<file path="config.mk">
export PLATFORM = sky130hd
export DESIGN_NAME = cable_diag_results_regs
export DESIGN_NICKNAME = d
export VERILOG_FILES = /design/src/shared/cable_diag_pkg.sv /design/src/rtl/diag_result_hold.sv /design/src/rtl/cable_diag_results_regs.sv
export SDC_FILE = /design/constraint.sdc
export NUM_CORES = 1
export LEC_CHECK = 0
export BUFFER_PORTS_ARGS = -buffer_cell sky130_fd_sc_hd__buf_2
export CORE_AREA = 2 2 120 122
export CTS_CLUSTER_DIAMETER = 60
export DETAILED_ROUTE_END_ITERATION = 7
export DIE_AREA = 0 0 122 124
export PLACE_DENSITY = 0.57
export REMOVE_ABC_BUFFERS = 1
export SYNTH_ARGS = -nofsm -noshare
export SYNTH_HDL_FRONTEND = slang
export SYNTH_HIERARCHICAL = 1
export SYNTH_SLANG_ARGS = --single-unit
export TNS_END_PERCENT = 30
</file>
<file path="constraint.sdc">
create_clock -name ref_clk -period 2.35 [get_ports ref_clk]
set_input_delay 0.235 -clock ref_clk [delete_from_list [all_inputs] [get_ports ref_clk]]
set_output_delay 0.235 -clock ref_clk [all_outputs]
set_load 0.005 [all_outputs]
</file>
<file path="src/shared/cable_diag_pkg.sv">
// constants and types shared by the cable diagnostic result register bank
package cable_diag_pkg;

  // register port geometry
  localparam int ADDR_W = 10;
  localparam int DATA_W = 16;

  // register offsets, one 16-bit register per address
  localparam logic [9:0] OFS_CTRL       = 10'h01E;
  localparam logic [9:0] OFS_LOC_A      = 10'h183;
  localparam logic [9:0] OFS_LOC_B      = 10'h184;
  localparam logic [9:0] OFS_AMP_A      = 10'h188;
  localparam logic [9:0] OFS_AMP_B      = 10'h189;
  localparam logic [9:0] OFS_GENERAL    = 10'h18A;
  localparam logic [9:0] OFS_IRQ_STATUS = 10'h1A0;
  localparam logic [9:0] OFS_IRQ_MASK   = 10'h1A1;

  // control register fields
  localparam int CTRL_START_BIT = 0;
  localparam int CTRL_DONE_BIT  = 1;

  // amplitude and location field positions
  localparam int AMP_HI_LSB = 8;
  localparam int AMP_LO_LSB = 0;
  localparam int AMP_W      = 7;
  localparam int LOC_HI_LSB = 8;
  localparam int LOC_LO_LSB = 0;
  localparam int LOC_W      = 8;

  // general results field positions
  localparam int TX_POL_LSB   = 11;
  localparam int RX_POL_LSB   = 6;
  localparam int POL_W        = 5;
  localparam int TX_CROSS_BIT = 5;
  localparam int RX_CROSS_BIT = 4;
  localparam int TX_ABOVE_BIT = 3;
  localparam int RX_ABOVE_BIT = 2;

  // interrupt status and mask fields
  localparam int IRQ_W          = 3;
  localparam int IRQ_DONE_BIT   = 0;
  localparam int IRQ_CROSS_BIT  = 1;
  localparam int IRQ_ABOVE_BIT  = 2;
  localparam logic [2:0] IRQ_MASK_RESET = 3'h0;

  // receive-pair peaks two to five, entry 0 is peak two
  localparam int RX_PEAKS = 4;

  // one completed measurement as delivered by the reflectometry engine
  typedef struct packed {
    logic [4:0]      txPol;
    logic [4:0]      rxPol;
    logic            txCross;
    logic            rxCross;
    logic            txAbove5;
    logic            rxAbove5;
    logic [3:0][6:0] rxAmp;
    logic [3:0][7:0] rxLoc;
  } diag_result_t;

  // measurement sequencing, one-hot
  typedef enum logic [2:0] {
    ST_IDLE = 3'h1,
    ST_RUN  = 3'h2,
    ST_DONE = 3'h4
  } diag_state_t;

endpackage : cable_diag_pkg

</file>
<file path="src/rtl/diag_result_hold.sv">
// holding register for one completed set of cable diagnostic results
`timescale 1ns/10ps
module diag_result_hold (
  // clock and reset
  input  wire logic                        ref_clk,
  input  wire logic                        rst_n,
  // capture request and fresh results
  input  wire logic                        captureEn,
  input  wire cable_diag_pkg::diag_result_t resultIn,
  // held results
  output cable_diag_pkg::diag_result_t     held
);

  cable_diag_pkg::diag_result_t next_held;
  logic [6:0]                   nextAmp [cable_diag_pkg::RX_PEAKS];
  logic [7:0]                   nextLoc [cable_diag_pkg::RX_PEAKS];

  // amplitude and location per receive peak; one entry per peak
  genvar gi;
  generate
    for (gi = 0; gi < cable_diag_pkg::RX_PEAKS; gi++) begin : g_peak
      always_comb begin
        nextAmp[gi] = captureEn ? resultIn.rxAmp[gi] : held.rxAmp[gi];
        nextLoc[gi] = captureEn ? resultIn.rxLoc[gi] : held.rxLoc[gi];
      end
    end
  endgenerate

  // flags and polarities load only on a completed measurement; peaks come from the loop
  always_comb begin
    next_held = held;
    if (captureEn) begin
      next_held.txPol    = resultIn.txPol;
      next_held.rxPol    = resultIn.rxPol;
      next_held.txCross  = resultIn.txCross;
      next_held.rxCross  = resultIn.rxCross;
      next_held.txAbove5 = resultIn.txAbove5;
      next_held.rxAbove5 = resultIn.rxAbove5;
    end
    for (int k = 0; k < cable_diag_pkg::RX_PEAKS; k++) begin
      next_held.rxAmp[k] = nextAmp[k];
      next_held.rxLoc[k] = nextLoc[k];
    end
  end

  // one register for the whole set, so every field has a single driver
  always_ff @(posedge ref_clk or negedge rst_n) begin
    if (!rst_n) begin
      held <= '0;
    end else begin
      held <= next_held;
    end
  end

endmodule : diag_result_hold

</file>
<file path="src/rtl/cable_diag_results_regs.sv">
// cable diagnostic result register bank with control, done flag and interrupt
//
// Notes on behaviour
// - results count as valid only once the done flag in control bit 1 reads 1.
// - reserved bits 15 and 7 of amplitudes and 1:0 of general read zero.
// - first amplitude register: receive peak three in 14:8, peak two in 6:0.
// - second amplitude register: receive peak five in 14:8, peak four in 6:0.
// - general bits 15 down to 11 give transmit peak polarities five to one.
// - general bits 10 down to 6 give receive peak polarities five to one.
// - bit 5 flags transmit cross reflection, bit 4 receive; both mean shorted pairs.
// - bit 3 flags over five transmit reflections, bit 2 over five receive.
// - each location byte holds one peak as an 8-bit distance code.
//
// Decided for this implementation: the plain strobed port.
`timescale 1ns/10ps
module cable_diag_results_regs (
  // clock and reset
  input  wire logic                         ref_clk,
  input  wire logic                         rst_n,
  // register port
  input  wire logic [9:0]                   regAddr,
  input  wire logic [15:0]                  regWrData,
  input  wire logic                         regWr,
  input  wire logic                         regRd,
  output logic [15:0]                       regRdData,
  // reflectometry engine
  input  wire logic                         engineDone,
  input  wire cable_diag_pkg::diag_result_t engineResult,
  output logic                              diagStart,
  // interrupt
  output logic                              irq
);

  cable_diag_pkg::diag_state_t  state;
  cable_diag_pkg::diag_state_t  next_state;
  cable_diag_pkg::diag_result_t held;
  logic [2:0]                   irqStatus;
  logic [2:0]                   next_irqStatus;
  logic [2:0]                   irqMask;
  logic [2:0]                   next_irqMask;
  logic                         next_irq;
  logic                         next_diagStart;
  logic [15:0]                  next_regRdData;
  logic                         startReq;
  logic                         captureEn;
  logic                         doneFlag;
  logic [2:0]                   irqEvents;

  // decoded requests; a start while running is dropped so results never mix
  always_comb begin
    startReq  = regWr && (regAddr == cable_diag_pkg::OFS_CTRL)
                && regWrData[cable_diag_pkg::CTRL_START_BIT]
                && (state != cable_diag_pkg::ST_RUN);
    captureEn = engineDone && (state == cable_diag_pkg::ST_RUN);
    doneFlag  = (state == cable_diag_pkg::ST_DONE);
  end

  // measurement sequencing; done is entered in the same cycle results load
  always_comb begin
    case (state)
      cable_diag_pkg::ST_IDLE: begin
        next_state = startReq ? cable_diag_pkg::ST_RUN : cable_diag_pkg::ST_IDLE;
      end
      cable_diag_pkg::ST_RUN: begin
        next_state = captureEn ? cable_diag_pkg::ST_DONE : cable_diag_pkg::ST_RUN;
      end
      cable_diag_pkg::ST_DONE: begin
        next_state = startReq ? cable_diag_pkg::ST_RUN : cable_diag_pkg::ST_DONE;
      end
      default: begin
        next_state = cable_diag_pkg::ST_IDLE;
      end
    endcase
    next_diagStart = startReq;
  end

  always_ff @(posedge ref_clk or negedge rst_n) begin
    if (!rst_n) begin
      state     <= cable_diag_pkg::ST_IDLE;
      diagStart <= 1'b0;
    end else begin
      state     <= next_state;
      diagStart <= next_diagStart;
    end
  end

  // results load only on a completed measurement, bus writes never reach them
  diag_result_hold u_hold (
    .ref_clk   (ref_clk),
    .rst_n     (rst_n),
    .captureEn (captureEn),
    .resultIn  (engineResult),
    .held      (held)
  );

  // interrupt events; the set wins over a clearing read in the same cycle
  always_comb begin
    irqEvents = 3'h0;
    irqEvents[cable_diag_pkg::IRQ_DONE_BIT]  = captureEn;
    irqEvents[cable_diag_pkg::IRQ_CROSS_BIT] = captureEn
      && (engineResult.txCross || engineResult.rxCross);
    irqEvents[cable_diag_pkg::IRQ_ABOVE_BIT] = captureEn
      && (engineResult.txAbove5 || engineResult.rxAbove5);
    next_irqStatus = irqStatus;
    if (regRd && (regAddr == cable_diag_pkg::OFS_IRQ_STATUS)) begin
      next_irqStatus = 3'h0;
    end
    next_irqStatus = next_irqStatus | irqEvents;
    next_irqMask   = irqMask;
    if (regWr && (regAddr == cable_diag_pkg::OFS_IRQ_MASK)) begin
      next_irqMask = regWrData[2:0];
    end
    next_irq = |(next_irqStatus & next_irqMask);
  end

  always_ff @(posedge ref_clk or negedge rst_n) begin
    if (!rst_n) begin
      irqStatus <= 3'h0;
      irqMask   <= cable_diag_pkg::IRQ_MASK_RESET;
      irq       <= 1'b0;
    end else begin
      irqStatus <= next_irqStatus;
      irqMask   <= next_irqMask;
      irq       <= next_irq;
    end
  end

  // read mux; unmapped addresses and reserved bits read zero
  always_comb begin
    next_regRdData = 16'h0000;
    if (regRd) begin
      case (regAddr)
        cable_diag_pkg::OFS_CTRL: begin
          next_regRdData[cable_diag_pkg::CTRL_DONE_BIT] = doneFlag;
        end
        cable_diag_pkg::OFS_LOC_A: begin
          next_regRdData[15:8] = held.rxLoc[1];
          next_regRdData[7:0]  = held.rxLoc[0];
        end
        cable_diag_pkg::OFS_LOC_B: begin
          next_regRdData[15:8] = held.rxLoc[3];
          next_regRdData[7:0]  = held.rxLoc[2];
        end
        cable_diag_pkg::OFS_AMP_A: begin
          next_regRdData[14:8] = held.rxAmp[1];
          next_regRdData[6:0]  = held.rxAmp[0];
        end
        cable_diag_pkg::OFS_AMP_B: begin
          next_regRdData[14:8] = held.rxAmp[3];
          next_regRdData[6:0]  = held.rxAmp[2];
        end
        cable_diag_pkg::OFS_GENERAL: begin
          next_regRdData[15:11] = held.txPol;
          next_regRdData[10:6]  = held.rxPol;
          next_regRdData[cable_diag_pkg::TX_CROSS_BIT] = held.txCross;
          next_regRdData[cable_diag_pkg::RX_CROSS_BIT] = held.rxCross;
          next_regRdData[cable_diag_pkg::TX_ABOVE_BIT] = held.txAbove5;
          next_regRdData[cable_diag_pkg::RX_ABOVE_BIT] = held.rxAbove5;
        end
        cable_diag_pkg::OFS_IRQ_STATUS: begin
          next_regRdData[2:0] = irqStatus;
        end
        cable_diag_pkg::OFS_IRQ_MASK: begin
          next_regRdData[2:0] = irqMask;
        end
        default: begin
          next_regRdData = 16'h0000;
        end
      endcase
    end
  end

  // read data stands only in the cycle after the strobe
  always_ff @(posedge ref_clk or negedge rst_n) begin
    if (!rst_n) begin
      regRdData <= 16'h0000;
    end else begin
      regRdData <= next_regRdData;
    end
  end
endmodule : cable_diag_results_regs

</file>
Yosys cells after proc, flatten, opt, wreduce, memory -nomap -nowiden
Index checks and enable logic that the tools add are counted.
- multiply operators: 0
- eq/ne operators: 12
- div/mod/pow operators: 0
- add/subtract/negate cells: 0
- shift operators: 0
- reductions and logical operators: 11
- magnitude comparators: 0
- mux-type cells: 14
- bitwise logic cells: 2
- operator list (kind ; count):
    10-bit by 9-bit equality test with 1-bit output (second input constant) ; 7
    7-bit one-hot mux with 5 select lines ; 1
    4-bit one-hot mux with 5 select lines ; 1
    16-bit 2-to-1 mux ; 1
    1-bit one-hot mux with 7 select lines ; 2
    3-bit 2-to-1 mux ; 4
    10-bit by 5-bit equality test with 1-bit output (second input constant) ; 1
    3-bit one-hot mux with 3 select lines ; 1
    1-bit logical AND ; 8
    1-bit one-hot mux with 3 select lines ; 2
    1-bit one-hot mux with 6 select lines ; 1
    3-bit AND ; 1
    3-bit by 1-bit equality test with 1-bit output (second input constant) ; 1
    3-bit by 2-bit equality test with 1-bit output (second input constant) ; 1
    3-bit equality test (second input constant) ; 1
    3-bit by 2-bit inequality test with 1-bit output (second input constant) ; 1
    3-bit bitwise OR ; 1
    3-bit OR reduction ; 1
    1-bit logical OR ; 2
    2-bit 2-to-1 mux ; 1
- bits in latches: 0
- memory bits (read-only): 0
- input bits: 105
- memories: 0
- flip-flop bits (word level): 101
- RAM bits: 0

Longest topological paths before layout
Gate-level depths: netlist of run 1.
- depth in word-level cells: 6
- depth in mapped cells: 8
- depth with buffers taken out: 7

By module
Netlist of run 1, hierarchy kept.
- modules (own cells, without submodules) (module ; times used ; seq. area each (um^2) ; cells an instance ; area each (um^2)):
    diag_result_hold ; 1 ; 1851.8 ; 156 ; 2994.1
    cable_diag_results_regs ; 1 ; 676.9 ; 189 ; 1796.7

Worst setup path before layout of run 1
No wires, ideal clock.
- path type: reg2reg
- start: register state[2]
- end: register u_hold/held[0] (netlist name)
- data arrival time: 1.515 ns
- period minus slack after synthesis: 1.640 ns
- cell stages (with the launch flop): 8
- library setup time: 0.125 ns
- path slack: 0.710 ns
- cells stage by stage: dfrtp_1 > nand2b_1 > nor2_1 > nand2_1 > inv_1 > buf_6 > buf_6 > mux2_4
- cells in the longest elaborated chain, start to end: 2
- RTL lines (item ; RTL line ; RTL):
    start: declaration ; cable_diag_results_regs.sv:34 ; cable_diag_pkg::diag_state_t state;
    start signal: assignment ; cable_diag_results_regs.sv:79 ; state <= cable_diag_pkg::ST_IDLE;
    start signal: assignment ; cable_diag_results_regs.sv:82 ; state <= next_state;
    3-bit by 2-bit equality test with 1-bit output ; cable_diag_results_regs.sv:54 ; captureEn = engineDone && (state == cable_diag_pkg::ST_RUN);
    1-bit logical AND ; cable_diag_results_regs.sv:54 ;
    via captureEn ; cable_diag_results_regs.sv:45 ; logic captureEn;
The timed path passes the listed nets, and every way through them passes these cells.
A chain may end at the register's enable or synchronous reset.

Final worst setup path of run 1
- start: register state[2]
- end: register u_hold/held[23] (netlist name)
- cells in the longest elaborated chain, start to end: 2
- RTL lines (item ; RTL line):
    3-bit by 2-bit equality test with 1-bit output ; cable_diag_results_regs.sv:54
    1-bit logical AND ; cable_diag_results_regs.sv:54
    via captureEn ; cable_diag_results_regs.sv:45
The timed path passes the listed nets, and every way through them passes these cells.

==> results.yml, run 1 <==
routing:
  route.detailed.drc: 0
  drt_iter0_markers: 200
  viasPerCell: 5.03
  avgRoutedWirePerCell_um: 18.1
  route.final.wire_length_mm: 11.5
  vias: 3206
  dr.pass1.iters: 4
  detail-route-antenna-nets: 0
min_path:
  min_path_type: "in -> reg"
layout:
  final_nets: 558
  utilization_pct: 42.2
  fill_cells: 1286
  drive_gt1_share_pct: 49.7
  antenna_cells: 0
  area_delta_synth_final_pct: 21.0
  seq_area_um2: 2530
  multi_input_comb_area_um2: 2080
clock_tree:
  root_buffer: "clkbuf_16"
  clockBufferDepth: 2
  clk_pin_slew_ns: 0.07
  clk_latency_ns: 0.34
  cts_tree: "yes"
  clock-sinks: 101
  h-tree-depth: 3
  post-cts-setup-buffer-count: 0
  cts_buffers: 9
yosys:
  yosysSeqAreaShare_pct: 52.8
  ys_seq_elements: 101
  synth_top_family_by_area: "multiplexers"
  synth-simple-area-share_pct: 8.62
  syn_inst: 345
  synth_top_area_share_pct: 52.2
  async_flop_share_pct: 100
  synth_xor_area_share_pct: 0.183
  synth_warnings: 6
  synth_area_leader_cell: "dfrtp_1"
  ys_types: 47
  synth-edff-count: 0
  synth_area_um2: 4790
  muxShareOfSynthArea_pct: 26.0
  synthAdderAreaFrac_pct: 0
  synth_compound_area_share_pct: 8.62
  syn_avg_cell_area_um2: 13.9
  synth_area_leaders: "dfrtp_1, mux2_4, mux2_2"
  yosys_most_used_dff: "dfrtp_1"
pwr:
  power.total_w: 0.00333
  p_int_w: 0.00262
  peakVddDrop_uv: 288
  pwr_density_cell_nw_per_um2: 575
  switchingPower_w: 0.000713
  p_clk_share_pct: 42.1
  p_seq_share_pct: 52.2
  p_sw_share_pct: 21.4
  power.leakage_nw: 2.83
  combPwrFrac_pct: 5.7
floorplanning:
  core-area_um2: 13700
  fp-row-count: 43
  fp.dieW_um: 122
  dieArea_um2: 15100
  die_h_um: 124
  ios: 123
  start_util_pct: 34.9
sta:
  hold_slack_ns: 0.117
  max-slew-margin-rel_pct: 42.4
  fin_skew_ns: 0.00759
  drv_slew: 0
  fmax_mhz: 506
  period_share_pct: 84.1
  setup_viol: 0
  rsz0062_at_grt: "false"
  tightest_slew_ns: 0.864
  hold_viol_final: 0
  postLayoutSetupSlackWorst_ns: 0.375
  finalCriticalPeriod_ns: 1.98
placed_design:
  io_buffers: 109
  pre_cts_ws_ns: 0.191
  gp_congestion: 0.832
  dpl.hpwl_mm: 8.03
run:
  cap_violations: 0
global_routing:
  antenna_found_initial: 1
  grt_max_degree: 56
  grt_first_pass_wirelength_mm: 18.3
  grtUsageTotal_pct: 16.1
  grt_overflow_total: 0
  grt_pass1_vias: 3306
outcome:
  status: "complete, no violations"
worst_setup_path:
  crit_type: "reg -> reg"
  startpoint_type: "flip-flop"
  cp.required_ns: 2.58
  path_max_fanout: 27
  crit_path_end_kind: "flip-flop"
  worstPathArrival_ns: 2.20
## kinds of logic (layout without fill, tap and decap cells)
| logic type | after synthesis | after routing |
|---|---|---|
| AND/OR/NAND/NOR | 72 | 72 |
| AO/OA/AOI/OAI | 54 | 54 |
| XOR/XNOR | 1 | 1 |
| buffers and inverters | 26 | 138 |
| flip-flops | 101 | 101 |
| multiplexers | 91 | 91 |
## power by group through the flow
stage          clock network, W  registers (W)  logic [W]
2_1_floorplan                 0        0.00177  0.0000368
3_3_place_gp                  0        0.00177   0.000189
3_5_place_dp                  0        0.00177   0.000192
4_1_cts                 0.00146        0.00174   0.000194
5_1_grt                 0.00153        0.00174   0.000212
6_report                0.00140        0.00174   0.000190
## cell usage in the layout (no fill, tap or decap), types with 5 or more instances in the layout
master,netlist,routed
dfrtp_1,100,100
mux2_2,25,25
mux2i_1,5,5
nand2_1,21,21
a22o_1,16,16
buf_4,3,7
a21oi_1,6,6
buf_2,9,108
clkbuf_16,0,9
o21ai_0,8,8
a222oi_1,8,8
mux2_4,61,61
nor2b_1,6,6
nor2_1,18,18
## critical path: stages (launching register included)
cell and delay (ns):
dfrtp_1 0.42, nand2b_1 0.17, nor2_1 0.17, nand2_1 0.18, inv_4 0.28, buf_12 0.26
mux2_2 0.36
## what timing repair did
action | CTS | global route
gates resized for setup | 0 | 0
hold buffers | 1 | 0
hold endpoints to repair | 46 | 0
## cell type report
class / count / area share [%]
Sequential cell: 101 / 43.6
Multi-Input combinational cell: 218 / 35.9
Clock buffer: 14 / 4.73
Inverter: 4 / 0.302
Clock inverter: 1 / 0.0864
Timing Repair Buffer: 119 / 11.4
Tap cell: 180 / 3.89
## stage by stage
step           instance area (um2)  TNS (ns)  instances
2_1_floorplan                 4630    -86.03        323
3_3_place_gp                  5510         0        621
3_5_place_dp                  5510         0        621
4_1_cts                       5800         0        637
5_1_grt                       5800         0        637
6_report                      5800         0        637
## flip-flops by register name (all words and copies together) (netlist names)
register / count
u_hold/held: 74
irqStatus: 3
irq: 1
diagStart: 1
irqMask: 3
state: 3
regRdData: 16
## metal layers
metal,up-vias,share of wire [%],track usage (%)
li1,1469,-,-
met2,102,48,26.1
met1,1622,45,21.5
met3,11,6.1,4.81
met4,2,0.89,3.45
met5,-,0.11,0
## cell usage after synthesis, types with 2 or more instances
| cell type | number |
|---|---|
| nand4_1 | 2 |
| nand3_1 | 2 |
| dfrtp_1 | 100 |
| mux2_2 | 25 |
| a21oi_1 | 6 |
| mux2i_1 | 5 |
| a21boi_0 | 2 |
| a2bb2oi_1 | 2 |
| nor3_1 | 2 |
| nor3b_1 | 3 |
| buf_6 | 8 |
| nor2b_1 | 6 |
| o21ai_0 | 8 |
| inv_1 | 4 |
| a22oi_1 | 3 |
| a222oi_1 | 8 |
| and2_1 | 4 |
| buf_2 | 9 |
| nand2_1 | 21 |
| o21a_1 | 3 |
| mux2_4 | 61 |
| a22o_1 | 16 |
| nor2_1 | 18 |
| buf_4 | 3 |
| nor3_2 | 2 |
## path summary, 6_finish.rpt
kind,start,endpoint,slack [ns],cells past startpoint
max,state[2],u_hold/held[23],0.37,6
min,engineResult[41],u_hold/held[41],0.12,2
max reg2reg,state[2],u_hold/held[23],0.37,6
min reg2reg,u_hold/held[33],u_hold/held[33],0.51,1
max in group asynchronous,rst_n,state[0],1.11,3
min in group asynchronous,rst_n,u_hold/held[46],0.46,2
(Power assumes the default switching activity.)
==> run 2: changes to the inputs <==
- clock period: 2.35 -> 2 ns (I/O delays scaled with it)
==> run 2 against run 1 <==
Sequential share of layout area shrank 0.74 points. Cell count is 1.7% higher. Clock power up 28%. Critical path type unchanged. First-iteration DRC count down 21%. Hold slack got worse by 0.046 ns. Fmax is 8.0% higher. Setup slack got worse by 0.20 ns. Power is 22% higher. Register-to-register slack worse by 0.20 ns. Global-route usage shrank 0.069 points.
==> results.yml, run 2 (synthesized netlist as in run 1, its figures left out) <==
floorplanning:
  core-area_um2: 13700
  fp-row-count: 43
  dieArea_um2: 15100
  fp.dieW_um: 122
  start_util_pct: 34.9
  die_h_um: 124
  ios: 123
worst_setup_path:
  path_max_fanout: 29
  r2r-start: "state[2]"
  startpoint_type: "flip-flop"
  critPathLaunch: "state[2]"
  cp-endpoint: "u_hold/held[45]"
  crit_path_end_kind: "flip-flop"
  cp_cell_sequence: "nand2b_1 -> nor2_1 -> nand2_1 -> inv_4 -> buf_12 -> mux2_2"
  crit_path_max_incr_delay_ns: 0.42
  cp.required_ns: 2.23
  worstPathArrival_ns: 2.06
  r2r_cells: 6
  rr_endpoint: "u_hold/held[45]"
  crit_type: "reg -> reg"
  slowest_stage: "dfrtp_1"
  r2r_slack_ns: 0.17
pwr:
  power.total_w: 0.00407
  combPwrFrac_pct: 5.7
  peakVddDrop_uv: 392
  p_sw_share_pct: 21.7
  switchingPower_w: 0.000881
  power.leakage_nw: 2.90
  pwr_density_cell_nw_per_um2: 690
  p_int_w: 0.00319
  p_clk_share_pct: 44.1
  p_seq_share_pct: 50.2
clock_tree:
  clk_pin_slew_ns: 0.07
  cts_tree: "yes"
  cts.hold.buffers_added: 1
  root_buffer: "clkbuf_16"
  ctsResizeCount: 0
  h-tree-depth: 3
  clockBufferDepth: 2
  clock-sinks: 101
  clk_latency_ns: 0.35
  cts_buffers: 9
  post-cts-setup-buffer-count: 0
sta:
  max-slew-margin-rel_pct: 66.9
  tightest_slew_ns: 0.496
  finalCriticalPeriod_ns: 1.83
  fmax_mhz: 547
  setup_viol: 0
  rsz0062_at_grt: "false"
  fin_skew_ns: 0.00627
  drv_slew: 0
  period_share_pct: 91.4
  hold_slack_ns: 0.0717
  hold_viol_final: 0
placed_design:
  io_buffers: 109
  gp_congestion: 0.885
  place_inst: 631
  dpl.hpwl_mm: 8.37
layout:
  top_regs: "u_hold/held: 74 flops, regRdData: 16 flops"
  antenna_cells: 0
  top_register: "u_hold/held"
  area_delta_synth_final_pct: 23.1
  fill_cells: 1310
  drive_gt1_share_pct: 50.9
  final_nets: 568
  final_cell_mix: "buf_2, dfrtp_1, mux2_4"
  final_cells: 648
  largest_reg_flops: 74
  final_common_cell: "buf_2"
routing:
  viasPerCell: 4.92
  route.detailed.drc: 0
  route.final.wire_length_mm: 11.5
  avgRoutedWirePerCell_um: 17.8
  dr.pass1.iters: 4
  detail-route-antenna-nets: 0
  vias: 3189
  drt_iter0_markers: 159
global_routing:
  grtUsageTotal_pct: 16.1
  grt_pass1_vias: 3379
  grt_max_degree: 54
  grt_first_pass_wirelength_mm: 18.2
  antenna_found_initial: 1
  grt_overflow_total: 0
outcome:
  status: "complete, no violations"
min_path:
  min_path_type: "in -> reg"
  hp-start: "engineResult[41]"
run:
  cap_violations: 0
[run 2: cell count changes in the layout (fill, tap and decap cells not counted)]
cell / before / now
buf_4: 7 / 17
bufinv_16: 0 / 1
clkbuf_8: 3 / 2
clkinv_4: 0 / 1
[run 2: power groups by stage]
| stage | clock (W) | combinational (W) | sequential (W) |
|---|---|---|---|
| after global routing | 0.00193 | 0.000256 | 0.00204 |
| after CTS | 0.00185 | 0.000236 | 0.00204 |
| after global placement | 0 | 0.000230 | 0.00208 |
| after floorplan | 0 | 0.0000432 | 0.00208 |
| final | 0.00179 | 0.000230 | 0.00204 |
| after detailed placement | 0 | 0.000234 | 0.00208 |
[run 2: worst max-delay path, delay by kind of cell, from the launching register on]
kind | cells | cell delay [ns]
simple gates | 3 | 0.48
buf+inv | 2 | 0.42
flops | 1 | 0.42
mux | 1 | 0.36
[run 2: area by class of cell]
cell class	instances	area, um2	area share [%]
clock buffers	13	260	4.41
clock inverters	3	43.8	0.743
inverters	4	17.5	0.297
multi-input cells	218	2080	35.3
flip-flops and latches	101	2530	42.9
well taps	180	225	3.82
repair buffers	129	738	12.5
[run 2: worst min-delay path by stage]
stage	end	cells after the start
3_5_place_dp	u_hold/held[60]	1
2_1_floorplan	diagStart	0
4_1_cts	u_hold/held[41]	2
5_1_grt	u_hold/held[24]	2
3_3_place_gp	u_hold/held[46]	1
6_report	u_hold/held[41]	2
[run 2: through the flow]
step | setup slack [ns] | TNS (ns) | util (%) | cell area (um2)
final | 0.172 | 0 | 43.0 | 5900
after global routing | 0.0379 | 0 | 43.0 | 5900
after CTS | 0.182 | 0 | 43.0 | 5900
after detailed placement | 0.0979 | 0 | 40.7 | 5580
after global placement | 0.162 | 0 | 40.7 | 5580
after floorplan | -1.64 | -112.98 | - | 4630
[run 2: per-layer routing]
layer  track usage, %  part of all wire, %
met3             3.71                  5.4
met1             21.9                   47
met4             5.96                  1.6
met2             25.0                   46
met5                0                 0.11
